File: config.mk
export PLATFORM = sky130hd
export DESIGN_NAME = vic_controller
export DESIGN_NICKNAME = d
export VERILOG_FILES = /design/src/vic_pkg.sv /design/src/vic_vector_rom.sv /design/src/vic_controller.sv
export SDC_FILE = /design/constraint.sdc
export NUM_CORES = 1
export LEC_CHECK = 0
export ABC_CLOCK_PERIOD_IN_PS = 4080
export BUFFER_PORTS_ARGS = -buffer_cell sky130_fd_sc_hd__buf_4
export CORE_UTILIZATION = 49
export CTS_BUF_LIST = sky130_fd_sc_hd__clkbuf_4
export CTS_CLUSTER_DIAMETER = 30
export DETAILED_ROUTE_END_ITERATION = 10
export PLACE_DENSITY = 0.95
export SETUP_SLACK_MARGIN = 0.4
export SKIP_CTS_REPAIR_TIMING = 1
export SYNTH_ARGS = -nofsm -noshare
export SYNTH_HDL_FRONTEND = slang
export SYNTH_HIERARCHICAL = 1
export SYNTH_SLANG_ARGS = --single-unit
File: constraint.sdc
create_clock -name clk_i -period 4.08 [get_ports clk_i]
set_input_delay 0 -clock clk_i [delete_from_list [all_inputs] [get_ports clk_i]]
set_output_delay 0 -clock clk_i [all_outputs]
set_load 0.02 [all_outputs]
File: src/vic_pkg.sv
/*
  Shared constants of the vectored interrupt controller: source positions,
  table addresses and reset values.
  Assumes a single system clock shared with the CPU core and all request sources.
*/
package vic_pkg;

  // ==========================================================================
  // source positions (position 0 is the most urgent)
  // ==========================================================================
  localparam int NUM_SRC = 23;
  localparam int IDX_W = 5;
  localparam logic [4:0] POS_LOW_VOLTAGE = 5'h00;
  localparam logic [4:0] POS_PIN_EDGE_0 = 5'h01;
  localparam logic [4:0] POS_PIN_EDGE_2 = 5'h03;
  localparam logic [4:0] POS_PIN_EDGE_3 = 5'h04;
  localparam logic [4:0] POS_PIN_EDGE_4 = 5'h05;
  localparam logic [4:0] POS_SERIAL_B_RX_ERR = 5'h07;
  localparam logic [4:0] POS_SERIAL_B_RX_END = 5'h08;
  localparam logic [4:0] POS_SERIAL_B_TX_END = 5'h09;
  localparam logic [4:0] POS_SHARED_SERIAL = 5'h0a;
  localparam logic [4:0] POS_TIMER_H_ONE = 5'h0b;
  localparam logic [4:0] POS_TIMER_H_ZERO = 5'h0c;
  localparam logic [4:0] POS_TIMER8_A = 5'h0d;
  localparam logic [4:0] POS_TIMER16_CH0 = 5'h0e;
  localparam logic [4:0] POS_TIMER16_CH1 = 5'h0f;
  localparam logic [4:0] POS_CONVERSION_END = 5'h10;
  localparam logic [4:0] POS_SERIAL_A_RX = 5'h11;
  localparam logic [4:0] POS_WATCH_INTERVAL = 5'h12;
  localparam logic [4:0] POS_TIMER8_B = 5'h13;
  // rom entry that carries the software break vector
  localparam logic [4:0] POS_BREAK = 5'h17;

  // positions 2, 6 and 20 to 22 have no source in this block
  localparam logic [22:0] USED_POS_MASK = 23'h0fffbb;
  // bit of request_flags_byte_b holding the shared serial flag
  localparam int SHARED_FLAG_BYTE_B_BIT = 2;

  // ==========================================================================
  // table addresses
  // ==========================================================================
  localparam logic [15:0] VEC_BASE = 16'h0004;
  localparam logic [15:0] VEC_STEP = 16'h0002;
  localparam logic [15:0] VEC_BREAK = 16'h003e;
  localparam logic [15:0] VEC_RESET = 16'h0000;

  // ==========================================================================
  // reset values
  // ==========================================================================
  localparam logic [22:0] FLAGS_RST = 23'h000000;
  localparam logic [3:0] RESET_CAUSE_RST = 4'h0;
  localparam logic [4:0] SEL_RST = 5'h00;

  typedef enum logic [1:0] {
    VIC_SRC_PIN,
    VIC_SRC_POWER_ON,
    VIC_SRC_LOW_VOLTAGE,
    VIC_SRC_WATCHDOG
  } vic_reset_src_t;

endpackage : vic_pkg

File: src/vic_vector_rom.sv
/*
  Vector table lookup: maps a source position to its table address.
  Assumes the address is stable from the controller's own clock domain.
*/
`timescale 1ns/1ps
module vic_vector_rom
  import vic_pkg::*;
(
  input wire logic clk_i,
  input wire logic reset_n_i,
  input wire logic [vic_pkg::IDX_W-1:0] addr_i,
  output logic [15:0] data_o
);

  // ==========================================================================
  // registered lookup
  // ==========================================================================
  logic [15:0] data_nxt;

  always_comb
  begin
    data_nxt = VEC_RESET;
    if (addr_i == POS_BREAK)
    begin
      data_nxt = VEC_BREAK;
    end
    else if (addr_i < 5'(NUM_SRC))
    begin
      // table address grows by one word per position
      data_nxt = VEC_BASE + 16'(addr_i) * VEC_STEP;
    end
  end

  always_ff @(posedge clk_i or negedge reset_n_i)
  begin
    if (!reset_n_i)
    begin
      data_o <= VEC_RESET;
    end
    else
    begin
      data_o <= data_nxt;
    end
  end

endmodule : vic_vector_rom

File: src/vic_controller.sv
/*
  Vectored interrupt controller top: request flags, two priority groups,
  fixed default order, nesting, software break, standby release, reset causes.
  Assumes request triggers, masks and the core handshake are on clk_i;
  only the external reset pin is asynchronous and is synchronised here.
*/
`timescale 1ns/1ps

// Overview of operation
// - two kinds: maskable requests under masks, and a software break interrupt.
// - each maskable request sits in the high or low group by its priority flag.
// - a high group request may interrupt service of a low group request.
// - simultaneous requests of one group are taken in fixed default order.
// - any unmasked pending request raises standby release for stop and halt.
// - break instruction raises a software interrupt even with interrupts disabled.
// - break bypasses priority groups and default order entirely.
// - four reset sources are recognised: pin, power-on, low voltage, watchdog.
// - positions 0,1,3,4,5 are low voltage and pin edges 0,2,3,4; 2,6 unused.
// - second serial unit error, receive end, transmit end at positions 7 to 9.
// - clocked serial end and first serial transmit end share position 10.
// - timer H1, timer H0 and timer 8a matches take positions 11 to 13.
// - 16-bit timer channels at 14, 15: match, or opposite pin edge when capturing.
// - conversion end takes position 16.
// - first serial receive end or receive error raise position 17.
// - watch interval request takes position 18.
// - timer 8b match takes position 19.
// - position 0 is most urgent and position 22 least urgent.
// - shared serial request sets one common flag, bit 2 of byte b.
// - the break interrupt uses table address 003e.
module vic_controller
  import vic_pkg::*;
(
  input wire logic clk_i,
  input wire logic reset_n_i,
  input wire logic low_voltage_request_i,
  input wire logic pin_edge_request_0_i,
  input wire logic pin_edge_request_2_i,
  input wire logic pin_edge_request_3_i,
  input wire logic pin_edge_request_4_i,
  input wire logic serial_b_rx_error_request_i,
  input wire logic serial_b_rx_end_request_i,
  input wire logic serial_b_tx_end_request_i,
  input wire logic clocked_serial_end_request_i,
  input wire logic serial_a_tx_end_request_i,
  input wire logic timer_h_one_match_request_i,
  input wire logic timer_h_zero_match_request_i,
  input wire logic timer8_a_match_request_i,
  input wire logic timer16_ch0_match_i,
  input wire logic timer16_ch0_capture_mode_i,
  input wire logic timer16_ch0_opposite_edge_i,
  input wire logic timer16_ch1_match_i,
  input wire logic timer16_ch1_capture_mode_i,
  input wire logic timer16_ch1_opposite_edge_i,
  input wire logic conversion_end_request_i,
  input wire logic serial_a_rx_end_i,
  input wire logic serial_a_rx_error_i,
  input wire logic watch_interval_request_i,
  input wire logic timer8_b_match_request_i,
  input wire logic [vic_pkg::NUM_SRC-1:0] mask_i,
  input wire logic [vic_pkg::NUM_SRC-1:0] priority_low_i,
  input wire logic [vic_pkg::NUM_SRC-1:0] flag_clear_i,
  input wire logic int_enable_i,
  input wire logic break_instruction_i,
  input wire logic ack_i,
  input wire logic return_i,
  input wire logic reset_pin_n_i,
  input wire logic power_on_clear_i,
  input wire logic low_voltage_reset_i,
  input wire logic watchdog_overflow_i,
  input wire logic reset_cause_clear_i,
  output logic irq_o,
  output logic [15:0] vector_o,
  output logic [vic_pkg::IDX_W-1:0] source_o,
  output logic standby_release_o,
  output logic [vic_pkg::NUM_SRC-1:0] request_flags_o,
  output logic in_service_high_o,
  output logic in_service_low_o,
  output logic reset_request_o,
  output logic [3:0] reset_cause_o
);

  // ==========================================================================
  // triggers
  // ==========================================================================
  logic [NUM_SRC-1:0] trig;
  logic [NUM_SRC-1:0] flags_r;
  logic [NUM_SRC-1:0] flags_nxt;
  logic [NUM_SRC-1:0] ack_clr;
  logic [NUM_SRC-1:0] pend;
  logic [NUM_SRC-1:0] pend_high;
  logic [NUM_SRC-1:0] pend_low;
  logic irq_r;
  logic grp_low_r;
  logic brk_sel_r;
  logic brk_pend_r;
  logic svc_high_r;
  logic svc_low_r;
  logic [IDX_W-1:0] src_r;
  logic [IDX_W-1:0] sel_nxt;
  logic grp_low_nxt;
  logic brk_sel_nxt;
  logic irq_nxt;
  logic take;
  logic rst_pin_s1_r;
  logic rst_pin_s2_r;
  logic [3:0] reset_cause_r;
  logic [3:0] reset_evt;
  logic reset_req_r;
  logic standby_r;

  always_comb
  begin
    trig = '0;
    trig[POS_LOW_VOLTAGE] = low_voltage_request_i;
    trig[POS_PIN_EDGE_0] = pin_edge_request_0_i;
    trig[POS_PIN_EDGE_2] = pin_edge_request_2_i;
    trig[POS_PIN_EDGE_3] = pin_edge_request_3_i;
    trig[POS_PIN_EDGE_4] = pin_edge_request_4_i;
    trig[POS_SERIAL_B_RX_ERR] = serial_b_rx_error_request_i;
    trig[POS_SERIAL_B_RX_END] = serial_b_rx_end_request_i;
    trig[POS_SERIAL_B_TX_END] = serial_b_tx_end_request_i;
    trig[POS_SHARED_SERIAL] = clocked_serial_end_request_i | serial_a_tx_end_request_i;
    trig[POS_TIMER_H_ONE] = timer_h_one_match_request_i;
    trig[POS_TIMER_H_ZERO] = timer_h_zero_match_request_i;
    trig[POS_TIMER8_A] = timer8_a_match_request_i;
    trig[POS_TIMER16_CH0] = timer16_ch0_capture_mode_i ? timer16_ch0_opposite_edge_i
                                                       : timer16_ch0_match_i;
    trig[POS_TIMER16_CH1] = timer16_ch1_capture_mode_i ? timer16_ch1_opposite_edge_i
                                                       : timer16_ch1_match_i;
    trig[POS_CONVERSION_END] = conversion_end_request_i;
    trig[POS_SERIAL_A_RX] = serial_a_rx_end_i | serial_a_rx_error_i;
    trig[POS_WATCH_INTERVAL] = watch_interval_request_i;
    trig[POS_TIMER8_B] = timer8_b_match_request_i;
  end

  // ==========================================================================
  // request flags
  // ==========================================================================
  assign take = ack_i & irq_r;

  always_comb
  begin
    ack_clr = '0;
    if (take && !brk_sel_r)
    begin
      ack_clr[src_r] = 1'b1;
    end
  end

  // a trigger in the clearing cycle wins, so no event is lost
  assign flags_nxt = ((flags_r & ~(flag_clear_i | ack_clr)) | trig) & USED_POS_MASK;

  always_ff @(posedge clk_i or negedge reset_n_i)
  begin
    if (!reset_n_i)
    begin
      flags_r <= FLAGS_RST;
    end
    else
    begin
      flags_r <= flags_nxt;
    end
  end

  // ==========================================================================
  // arbitration
  // ==========================================================================
  function automatic logic [IDX_W-1:0] vic_first_set(input logic [NUM_SRC-1:0] vec);
    logic [IDX_W-1:0] idx;
    idx = SEL_RST;
    for (int i = NUM_SRC - 1; i >= 0; i--)
    begin
      if (vec[i])
      begin
        idx = IDX_W'(i);
      end
    end
    return idx;
  endfunction : vic_first_set

  assign pend = flags_r & ~mask_i;
  assign pend_high = pend & ~priority_low_i;
  assign pend_low = pend & priority_low_i;

  always_comb
  begin
    sel_nxt = SEL_RST;
    grp_low_nxt = 1'b0;
    brk_sel_nxt = 1'b0;
    irq_nxt = 1'b0;
    if (brk_pend_r)
    begin
      // break ignores enable, groups and order
      sel_nxt = POS_BREAK;
      brk_sel_nxt = 1'b1;
      irq_nxt = 1'b1;
    end
    else if (|pend_high)
    begin
      sel_nxt = vic_first_set(pend_high);
      irq_nxt = int_enable_i & ~svc_high_r;
    end
    else if (|pend_low)
    begin
      sel_nxt = vic_first_set(pend_low);
      grp_low_nxt = 1'b1;
      irq_nxt = int_enable_i & ~svc_high_r & ~svc_low_r;
    end
    // withdraw for one cycle after a take so a stale source is never offered
    if (take)
    begin
      irq_nxt = 1'b0;
    end
  end

  always_ff @(posedge clk_i or negedge reset_n_i)
  begin
    if (!reset_n_i)
    begin
      irq_r <= 1'b0;
      src_r <= SEL_RST;
      grp_low_r <= 1'b0;
      brk_sel_r <= 1'b0;
    end
    else
    begin
      irq_r <= irq_nxt;
      src_r <= sel_nxt;
      grp_low_r <= grp_low_nxt;
      brk_sel_r <= brk_sel_nxt;
    end
  end

  // ==========================================================================
  // break and in-service state
  // ==========================================================================
  always_ff @(posedge clk_i or negedge reset_n_i)
  begin
    if (!reset_n_i)
    begin
      brk_pend_r <= 1'b0;
    end
    else
    begin
      brk_pend_r <= break_instruction_i | (brk_pend_r & ~(take & brk_sel_r));
    end
  end

  // one level per group; return retires the high level first
  always_ff @(posedge clk_i or negedge reset_n_i)
  begin
    if (!reset_n_i)
    begin
      svc_high_r <= 1'b0;
      svc_low_r <= 1'b0;
    end
    else if (take && !brk_sel_r)
    begin
      if (grp_low_r)
      begin
        svc_low_r <= 1'b1;
      end
      else
      begin
        svc_high_r <= 1'b1;
      end
    end
    else if (return_i)
    begin
      if (svc_high_r)
      begin
        svc_high_r <= 1'b0;
      end
      else
      begin
        svc_low_r <= 1'b0;
      end
    end
  end

  vic_vector_rom u_rom (
    .clk_i(clk_i),
    .reset_n_i(reset_n_i),
    .addr_i(sel_nxt),
    .data_o(vector_o)
  );

  // ==========================================================================
  // standby release and reset sources
  // ==========================================================================
  always_ff @(posedge clk_i or negedge reset_n_i)
  begin
    if (!reset_n_i)
    begin
      standby_r <= 1'b0;
    end
    else
    begin
      // independent of the global enable: a wake-up must not need the core
      standby_r <= |pend;
    end
  end

  always_ff @(posedge clk_i or negedge reset_n_i)
  begin
    if (!reset_n_i)
    begin
      rst_pin_s1_r <= 1'b1;
      rst_pin_s2_r <= 1'b1;
    end
    else
    begin
      rst_pin_s1_r <= reset_pin_n_i;
      rst_pin_s2_r <= rst_pin_s1_r;
    end
  end

  always_comb
  begin
    reset_evt = '0;
    reset_evt[VIC_SRC_PIN] = ~rst_pin_s2_r;
    reset_evt[VIC_SRC_POWER_ON] = power_on_clear_i;
    reset_evt[VIC_SRC_LOW_VOLTAGE] = low_voltage_reset_i;
    reset_evt[VIC_SRC_WATCHDOG] = watchdog_overflow_i;
  end

  always_ff @(posedge clk_i or negedge reset_n_i)
  begin
    if (!reset_n_i)
    begin
      reset_cause_r <= RESET_CAUSE_RST;
      reset_req_r <= 1'b0;
    end
    else
    begin
      reset_cause_r <= (reset_cause_r & ~{4{reset_cause_clear_i}}) | reset_evt;
      reset_req_r <= |reset_evt;
    end
  end

  assign irq_o = irq_r;
  assign source_o = src_r;
  assign standby_release_o = standby_r;
  assign request_flags_o = flags_r;
  assign in_service_high_o = svc_high_r;
  assign in_service_low_o = svc_low_r;
  assign reset_request_o = reset_req_r;
  assign reset_cause_o = reset_cause_r;
endmodule : vic_controller

# [Word level (Yosys, flattened, before mapping)]
# Index checks and enable logic that the tools add are counted.
[op_classes] order_cmp=3 add_sub_neg=1 shift=0 multipliers=0 bitwise=24 n_reduce_logical=10 div=0 mux=71 eq_ne=4
[op_table] cell="5-bit two-way mux" n=49
[op_table] cell="23-bit OR reduction" n=3
[op_table] cell="23-bit bitwise AND" n=2
[op_table] cell="23-bit NOT" n=2
[op_table] cell="20-bit OR" n=2
[op_table] cell="16-bit two-way mux" n=2
[op_table] cell="20-bit by 23-bit bitwise AND with 23-bit output" n=1
[op_table] cell="20-bit bitwise AND" n=1
[op_table] cell="20-bit two-way mux" n=1
[op_table] cell="20-bit NOT" n=1
[op_table] cell="1-bit two-way mux" n=18
[op_table] cell="3-bit by 6-bit adder with 7-bit output, first input constant" n=1
[op_table] cell="5-bit by 6-bit < comparator with 1-bit output, second input constant" n=1
[op_table] cell="1-bit bitwise AND" n=5
[op_table] cell="1-bit demux with 5-bit select" n=1
[op_table] cell="5-bit == test, second input constant" n=1
[op_table] cell="5-bit by 1-bit >= comparator with 1-bit output, second input constant" n=1
[op_table] cell="5-bit < comparator, second input constant" n=1
[op_table] cell="4-bit bitwise AND" n=1
[op_table] cell="2-bit inequality test, second input constant" n=2
[op_table] cell="1-bit NOT" n=4
[op_table] cell="4-bit NOT" n=1
[op_table] cell="4-bit OR" n=1
[op_table] cell="4-bit OR reduction" n=1
[op_table] cell="other kinds (7)" n=10
[totals] mem_bits_rw=0 out_inout_bits=53 elab_cells=127 romBits=0 regBits=53 memories=0 inputBits=104 latch_bits=0

# [Depth between registers and ports, before layout]
# Gate-level depths: netlist (run 1).
[depth] ltp_word=32 depth_mapped=10 mapped_depth_nobuf=10

# [Hierarchy]
# The synthesis (run 1) kept the hierarchy.
[by_module_without_submodules] mod="vic_controller" cells_each=269 seq_area_each_um2=928.4 instances=1 area_per_inst_um2=2376.0
[by_module_without_submodules] mod="vic_vector_rom" cells_each=38 seq_area_each_um2=150.1 instances=1 area_per_inst_um2=359.1

# [Worst setup path after synthesis (run 1)]
# Ideal clock, no wire load.
[synth_path] path_type="register to register" from="register flags_r[9], in the netlist request_flags_o[9]" to="register u_rom.data_o[2]" synth_period_minus_slack_ns=2.663 slack_ns=1.417 setup_ns=0.083 arrival_time_ns=2.580 n_path_buf=0 required_time_ns=3.997 path_stages_with_launch=11 path_cell_list="dfrtp_1 > nor3b_1 > or4_4 > nand4b_4 > o211ai_2 > a21oi_1 > a311o_1 > ha_1 > a21oi_1 > nor2_1 > o22ai_1"
[synth_via] elab_chain_len=18 elab_cells_between_ends=33 cone_classes="add/sub (1); order compare (1); eq/ne (1); mux (25); bitwise (3); reduce/logical (2)"
[synth_rtl] element="from (decl)" line="vic_controller.sv:86" source="logic [NUM_SRC-1:0] flags_r;"
[synth_rtl] element="from (signal assigned)" line="vic_controller.sv:161" source="flags_r <= flags_nxt;"
[synth_rtl] element="20-bit by 23-bit bitwise AND with 23-bit output *" line="vic_controller.sv:181" source="assign pend = flags_r & ~mask_i;"
[synth_rtl] element="23-bit bitwise AND" line="vic_controller.sv:183" source="assign pend_low = pend & priority_low_i;"
[synth_rtl] element="5-bit two-way mux (10 in a row)" line="vic_controller.sv:173" source="if (vec[i])"
[synth_rtl] element="5-bit two-way mux" line="vic_controller.sv:203" source="else if (|pend_low)"
[synth_rtl] element="5-bit two-way mux *" line="vic_controller.sv:198" source="else if (|pend_high)"
[synth_rtl] element="5-bit two-way mux *" line="vic_controller.sv:191" source="if (brk_pend_r)"
[synth_rtl] element="via sel_nxt[1]" line="vic_controller.sv:99" source="logic [IDX_W-1:0] sel_nxt;"
[synth_rtl] element="3-bit by 6-bit adder with 7-bit output / 5-bit < comparator (equally long branches)" line="vic_vector_rom.sv:30, vic_vector_rom.sv:27"
[synth_rtl] element="16-bit two-way mux" line="vic_vector_rom.sv:27" source="else if (addr_i < 5'(NUM_SRC))"
[synth_rtl] element="16-bit two-way mux *" line="vic_vector_rom.sv:23" source="if (addr_i == POS_BREAK)"
[synth_rtl] element="via u_rom.data_nxt[2]" line="vic_vector_rom.sv:18" source="logic [15:0] data_nxt;"
[synth_rtl] element="to (signal assigned)" line="vic_vector_rom.sv:42" source="data_o <= data_nxt;"
[synth_rtl] element="to (decl)" line="vic_vector_rom.sv:12" source="output logic [15:0] data_o"
# The timed path passes the listed nets; every way through them passes the cells marked *.
# A chain may end at the register's enable or synchronous reset.

# [Final worst setup path (run 1)]
[layout_path] from="register flags_r[18], in the netlist request_flags_o[18]" to="register u_rom.data_o[3]"
[layout_via] elab_chain_len=27 elab_cells_between_ends=51 cone_classes="add/sub (1); order compare (1); eq/ne (1); mux (43); bitwise (3); reduce/logical (2)"
[layout_rtl] element="20-bit by 23-bit bitwise AND with 23-bit output *" line="vic_controller.sv:181"
[layout_rtl] element="23-bit bitwise AND" line="vic_controller.sv:183"
[layout_rtl] element="5-bit two-way mux (19 in a row)" line="vic_controller.sv:173"
[layout_rtl] element="5-bit two-way mux" line="vic_controller.sv:203"
[layout_rtl] element="5-bit two-way mux *" line="vic_controller.sv:198"
[layout_rtl] element="5-bit two-way mux *" line="vic_controller.sv:191"
[layout_rtl] element="via sel_nxt[1]" line="vic_controller.sv:99"
[layout_rtl] element="3-bit by 6-bit adder with 7-bit output / 5-bit < comparator (equally long branches)" line="vic_vector_rom.sv:30, vic_vector_rom.sv:27"
[layout_rtl] element="16-bit two-way mux" line="vic_vector_rom.sv:27"
[layout_rtl] element="16-bit two-way mux *" line="vic_vector_rom.sv:23"
[layout_rtl] element="via u_rom.data_nxt[3]" line="vic_vector_rom.sv:18"
# Marked as above.

==> results of run 1 <==
-- final timing paths --
| path | from | to | slack [ns] | cells after the start |
|---|---|---|---|---|
| max | request_flags_o[18] | u_rom/data_o[3] | 1.06 | 10 |
| min | return_i | in_service_high_o | -0.03 | 4 |
| max reg2reg | request_flags_o[18] | u_rom/data_o[3] | 1.06 | 10 |
| min reg2reg | rst_pin_s1_r | rst_pin_s2_r | 0.37 | 0 |
| max in group asynchronous | reset_n_i | u_rom/data_o[5] | 3.55 | 2 |
| min in group asynchronous | reset_n_i | request_flags_o[16] | 0.11 | 2 |
-- worst max-delay path: cells and delay by family (launching register included) --
kind,cells,cell delay (ns)
AO/OA/AOI/OAI,7,1.50
flip-flops,1,0.47
AND/OR/NAND/NOR,2,0.52
adder cells (fa/ha/maj),1,0.36
-- per-stage QoR --
| step | util, % | hold WS [ns] |
|---|---|---|
| after floorplan | - | -0.296 |
| after global placement | 70.6 | 0.0203 |
| after detailed placement | 70.6 | 0.0259 |
| after CTS | 71.9 | -0.389 |
| after global routing | 81.0 | 0.0289 |
| final | 81.0 | -0.0309 |
-- state kept, by name, summed over array words and instances, names as in the netlist, 4 cells and up --
name	cells
u_rom/data_o	6
source_o	5
reset_cause_o	4
request_flags_o	18
-- cell families (layout without fill, tap and decap cells) --
family	count (synthesis)	count (layout)	share of synthesized area [%]
AO/OA/AOI/OAI	74	74	19.8
XOR/XNOR	1	1	0.320
adder cells (fa/ha/maj)	1	1	0.457
buffers and inverters	51	216	9.10
flip-flops	43	43	39.4
multiplexers	2	2	0.732
other	2	16	0.275
AND/OR/NAND/NOR	133	133	29.9
-- layout by cell type (no fill, tap or decap), drive strengths merged, types with 3 or more instances in the layout --
cell,netlist,final
a311o,3,3
and3,4,4
nor3b,17,17
buf,15,126
dfrtp,41,41
conb,2,16
nand3b,14,14
and2,3,3
nand3,8,8
a311oi,5,5
inv,34,36
clkbuf,2,5
nor2,14,14
o21ai,11,11
and3b,5,5
nand2,31,31
a31o,12,12
dlygate4sd3,0,48
o22ai,5,5
nor2b,9,9
a21o,5,5
a21oi,12,12
a31oi,3,3
nor3,7,7
or2,3,3
or3b,6,6
-- power by group through the flow --
stage / Sequential [mW] / Clock [mW] / Combinational, mW
final: 0.511 / 0.239 / 0.461
after global routing: 0.515 / 0.256 / 0.492
after CTS: 0.508 / 0.237 / 0.411
after detailed placement: 0.515 / 0 / 0.409
after global placement: 0.514 / 0 / 0.398
after floorplan: 0.556 / 0 / 0.188
-- metal layers --
layer | track usage, % | share of wire (%)
met1 | 35.9 | 39
met2 | 50.0 | 51
met3 | 5.00 | 7.1
met4 | 12.7 | 3.2
met5 | 0 | 0
-- area by class of cell --
type | instances | area [um2]
sequential | 43 | 1080
inverter | 34 | 128
clock inverter | 3 | 26.3
multi-input combinational | 227 | 1460
tap | 70 | 87.6
timing repair buffer | 174 | 1430
fill | 322 | 993
clock buffer | 5 | 37.5
==> impl_summary.txt, run 1 <==
----------------------------------------------------
[Run status]
  Result of the run ... finished, violations left
  Failing checks ... hold timing

[Synth]
  Sequential-to-total area share from yosys stat ... 39.4%
  Post-Synthesis Cells ... 307
  Synthesized area per cell ... 8.91 um2
  Count of distinct cell types in the synthesized netlist ... 58
  Post-synthesis instance area ... 2740 um2
  Most frequent cell after synthesis ... sky130_fd_sc_hd__dfrtp_1
  Async set or reset register ratio after synthesis ... 100%
  Seq cells post-synth ... 43
  Flip-flop cell with the highest count after synthesis ... sky130_fd_sc_hd__dfrtp_1
  Cell types occupying the most area after synthesis ... sky130_fd_sc_hd__dfrtp_1, sky130_fd_sc_hd__inv_1, sky130_fd_sc_hd__nor3b_1
  Number of enable flip-flop cells after synthesis ... 0
  Cell type contributing the most total cell area after synthesis ... sky130_fd_sc_hd__dfrtp_1
  Area share of the leading cell type in the synthesized netlist ... 37.5%
  Synthesis warning total ... 6
  Leading cell types by count after synthesis ... sky130_fd_sc_hd__dfrtp_1, sky130_fd_sc_hd__inv_1, sky130_fd_sc_hd__nand2_1

[Die]
  Die outline width ... 76.7 um
  Top-Level Pins ... 157
  Die Y-Extent ... 76.7 um
  Floorplan die area ... 5880 um2
  Site row count ... 26
  Initial core utilization ... 52.2%
  Core ar. ... 5240 um2

[Power]
  Switching Share ... 36.1%
  Leakage power summed over all cells ... 2.01 nW
  Cell-internal power ... 773 uW
  Sequential Power Share ... 42.2%
  Power, Total ... 1.21 mW
  Worst IR drop on VDD ... 0.243 mV
  Share of power burned in combinational logic ... 38.1%
  Switching power ... 438 uW
  Proportion of power drawn by the clock network ... 19.7%
  Power Dens Cells ... 285 nW/um2

[STA]
  Final worst slack ... 1.06 ns
  Final Hold Viols ... 1
  Period utilization ... 73.9%
  Clock skew ... 0.0227 ns
  Final critical path time including I/O delays and setup ... 3.02 ns
  Relative slew margins ... 42.0%
  Max-slew violations ... 0
  Peak clock frequency supported by timing ... 332 MHz
  Hold WS ... -0.0309 ns
  Worst Max-Slew Pin Slew ... 0.863 ns
  Setup violators final ... 0
  Total Neg Setup Slack ... 0 ns
  Setup repair after global routing missed its margin ... no

[Critical path]
  CP peak stage delay ... 0.47 ns
  Cell type with the highest occurrence count on the critical path ... sky130_fd_sc_hd__a21oi_1
  CP Cell Sequence ... or3b_1 -> a211o_1 -> a311oi_1 -> o311ai_0 -> a21oi_1 -> a311o_1 -> ha_1 -> nand2_1 -> a21oi_1 -> o22ai_1
  Sort of element at the start of the critical path ... flip-flop
  Crit path max fanout ... 6
  Cell type of the slowest stage on the worst timing path ... sky130_fd_sc_hd__dfrtp_1
  Arr. time, crit path ... 3.24 ns
  Required time at the endpoint of the critical path ... 4.31 ns
  Kind of critical path ... reg -> reg
  Critical path capture point type ... flip-flop

[Placed design]
  Setup slack after placement ... 1.17 ns
  Placed cells ... 500
  Detailed-placement wirelength estimate ... 7030 um
  Number of port buffers ... 126
  Routability-driven placement congestion ratio ... 0.918
  Area after DPL ... 3700 um2

[Drt]
  Final wirelength ... 9750 um
  Iter 0 DRT Violations ... 320
  Detail Route Antenna Nets ... 0
  Total via count in the routed design ... 3170
  Detailed-route wire length per cell ... 17.5 um
  First drt pass iteration count ... 5
  Post-DR vias/cell ... 5.70
  Final routed DRC violation total ... 0

[CTS]
  Root Driver ... sky130_fd_sc_hd__clkbuf_4
  TritonCTS Buffers ... 5
  CTS tree ... built
  Insertion delay to the later sink of the worst-skew pair ... 0.38 ns
  Maximum count of clock buffers along a single path ... 2
  Count of clock tree sinks ... 43
  Clock transition at the register clock pins on the worst setup and hold paths after CTS ... 0.16 ns
  H-tree depth ... 2

[GRT]
  GRT overflow ... 0
  Largest net degree at the start of global routing ... 44
  GRT Total Usage ... 29.2%
  Wire length of the first global-routing pass ... 13200 um
  Initial antenna violation count ... 0
  Via count of the first global-routing pass ... 2755

[Worst hold path]
  Type of the worst min-delay path ... in -> reg

[Cells and area]
  Final cell area excluding filler cells ... 4240 um2
  Number of antenna diodes ... 0
  Synthesis-to-finish area growth ... 55.2%
  Non-Filler Instances ... 556
  Layout cells sized above 1 ... 33.7%
  Final net count ... 590

[Run]
  Max-cap check violation count ... 0

----------------------------------------------------
No activity file was read; power rests on OpenSTA's default activity.
==> run 2, diff against run 1 <==
--- a/config.mk
+++ b/config.mk
@@ -5,13 +5,13 @@
 export SDC_FILE = /design/constraint.sdc
 export NUM_CORES = 1
 export LEC_CHECK = 0
-export ABC_CLOCK_PERIOD_IN_PS = 4080
+export ABC_CLOCK_PERIOD_IN_PS = 3140
 export BUFFER_PORTS_ARGS = -buffer_cell sky130_fd_sc_hd__buf_4
-export CORE_UTILIZATION = 49
+export CORE_UTILIZATION = 46
 export CTS_BUF_LIST = sky130_fd_sc_hd__clkbuf_4
 export CTS_CLUSTER_DIAMETER = 30
 export DETAILED_ROUTE_END_ITERATION = 10
-export PLACE_DENSITY = 0.95
+export PLACE_DENSITY = 0.92
 export SETUP_SLACK_MARGIN = 0.4
 export SKIP_CTS_REPAIR_TIMING = 1
 export SYNTH_ARGS = -nofsm -noshare
==> constraint.sdc (replaced) <==
create_clock -name clk_i -period 3.14 [get_ports clk_i]
set_input_delay 0 -clock clk_i [delete_from_list [all_inputs] [get_ports clk_i]]
set_output_delay 0 -clock clk_i [all_outputs]
set_load 0.02 [all_outputs]
==> run 2 against run 1 <==
Effect of this change: the run ends with DRC, hold timing left; fmax rose by 12%; sequential share of layout area fell by 0.35 points; routed wire length rose by 12%; final area rose by 1.7%; combinational power rose by 35%; sequential power rose by 31%; power rose by 32%; first-iteration DRC count rose by 5.0%; core utilization fell by 4.1 points; critical path type unchanged; largest cell class unchanged.
==> impl_summary.txt, run 2 (same netlist as run 1, synthesis figures left out) <==
----------------------------------------------------
[Drt]
  Detail Route Antenna Nets ... 0
  Final wirelength ... 10900 um
  Iter 0 DRT Violations ... 336
  Total via count in the routed design ... 3311
  Detailed-route wire length per cell ... 19.3 um
  Final routed DRC violation total ... 2
  Post-DR vias/cell ... 5.87
  First drt pass iteration count ... 8

[Cells and area]
  Layout cells sized above 1 ... 36.5%
  Synthesis-to-finish area growth ... 57.7%
  Final cell area excluding filler cells ... 4310 um2
  Final net count ... 595
  Max FFs per register ... 18
  Commonest cells after routing, fill and taps aside ... sky130_fd_sc_hd__buf_4, sky130_fd_sc_hd__dlygate4sd3_1, sky130_fd_sc_hd__dfrtp_1
  Commonest non-fill, non-tap cell in the layout ... sky130_fd_sc_hd__buf_4

[Critical path]
  Kind of critical path ... reg -> reg
  Arr. time, crit path ... 2.95 ns
  Crit path max fanout ... 6
  Critical path capture point type ... flip-flop
  Required time at the endpoint of the critical path ... 3.40 ns
  Sort of element at the start of the critical path ... flip-flop

[STA]
  Setup violators final ... 0
  Relative slew margins ... 40.8%
  Final critical path time including I/O delays and setup ... 2.69 ns
  Worst Max-Slew Pin Slew ... 0.882 ns
  Peak clock frequency supported by timing ... 372 MHz
  Hold WS ... -0.00504 ns
  Max-slew violations ... 0
  Clock skew ... 0.0225 ns
  Final Hold Viols ... 1
  Setup repair after global routing missed its margin ... yes
  Total Neg Setup Slack ... 0 ns
  Period utilization ... 85.7%

[Placed design]
  Area after DPL ... 3720 um2
  Detailed-placement wirelength estimate ... 6840 um
  Number of port buffers ... 126
  Routability-driven placement congestion ratio ... 0.896

[GRT]
  Initial antenna violation count ... 0
  GRT Total Usage ... 27.2%
  Wire length of the first global-routing pass ... 13100 um
  Largest net degree at the start of global routing ... 44
  GRT overflow ... 0
  Via count of the first global-routing pass ... 2779

[Power]
  Switching power ... 577 uW
  Power, Total ... 1.59 mW
  Cell-internal power ... 1.02 mW
  Leakage power summed over all cells ... 2.04 nW
  Power Dens Cells ... 370 nW/um2
  Sequential Power Share ... 41.9%
  Worst IR drop on VDD ... 0.400 mV
  Proportion of power drawn by the clock network ... 19.0%
  Share of power burned in combinational logic ... 39.1%
  Switching Share ... 36.2%

[CTS]
  TritonCTS Buffers ... 5
  H-tree depth ... 2
  Clock transition at the register clock pins on the worst setup and hold paths after CTS ... 0.16 ns
  Count of clock tree sinks ... 43
  Maximum count of clock buffers along a single path ... 2
  Root Driver ... sky130_fd_sc_hd__clkbuf_4
  Insertion delay to the later sink of the worst-skew pair ... 0.37 ns
  CTS tree ... built

[Die]
  Die Y-Extent ... 79.1 um
  Die outline width ... 79.1 um
  Initial core utilization ... 48.8%
  Top-Level Pins ... 157
  Floorplan die area ... 6260 um2
  Site row count ... 27
  Core ar. ... 5610 um2

[Run status]
  Failing checks ... DRC, hold timing
  Result of the run ... finished, violations left

[Worst hold path]
  Type of the worst min-delay path ... in -> reg

[Run]
  Max-cap check violation count ... 0

----------------------------------------------------
-- run 2: critical path, stage by stage, from the launching register on --
cell and delay (ns):
sky130_fd_sc_hd__dfrtp_2 0.46, sky130_fd_sc_hd__or3b_1 0.42, sky130_fd_sc_hd__a211o_1 0.32, sky130_fd_sc_hd__a311oi_2 0.30, sky130_fd_sc_hd__o311ai_0 0.16, sky130_fd_sc_hd__a21oi_1 0.16
sky130_fd_sc_hd__a311o_2 0.22, sky130_fd_sc_hd__ha_4 0.20, sky130_fd_sc_hd__nand2_1 0.07, sky130_fd_sc_hd__a21oi_1 0.16, sky130_fd_sc_hd__o22ai_1 0.10
-- run 2: cell type report --
class                   count  area [um2]
multi-input cells         227        1490
repair buffers            179        1460
fillers                   369        1290
flip-flops and latches     43        1080
inverters                  34         128
well taps                  72        90.1
clock buffers               5        37.5
clock inverters             3        26.3
diodes                      1        2.50
-- run 2: final timing paths --
kind / start / end / slack (ns) / depth (start not counted)
min: return_i / in_service_high_o / -0.005 / 4
max: request_flags_o[18] / u_rom/data_o[3] / 0.45 / 10
min in group asynchronous: reset_n_i / standby_release_o / 0.13 / 2
max reg2reg: request_flags_o[18] / u_rom/data_o[3] / 0.45 / 10
min reg2reg: rst_pin_s1_r / rst_pin_s2_r / 0.37 / 0
max in group asynchronous: reset_n_i / request_flags_o[15] / 2.57 / 2
-- run 2: through the flow --
| step | setup slack (ns) | utilization, % | cells |
|---|---|---|---|
| 4_1_cts | 0.265 | 67.4 | 512 |
| 6_report | 0.450 | 76.9 | 564 |
| 5_1_grt | 0.292 | 76.9 | 563 |
| 2_1_floorplan | 0.477 | - | 321 |
| 3_5_place_dp | 0.300 | 66.3 | 504 |
| 3_3_place_gp | 0.390 | 66.3 | 504 |
-- run 2: power groups by stage --
stage	clock network, mW	logic [mW]	registers (mW)
global placement	0	0.519	0.670
global route	0.332	0.664	0.675
detailed placement	0	0.530	0.670
finish	0.303	0.623	0.668
floorplan	0	0.244	0.722
CTS	0.301	0.531	0.661
-- run 2: layer usage --
metal	vias to the layer above	track usage, %	wire length [um]
met5	-	0	0
met4	0	13.3	599
met3	64	4.94	798
met2	217	46.6	5500
met1	1582	32.7	4020
li1	1448	-	-
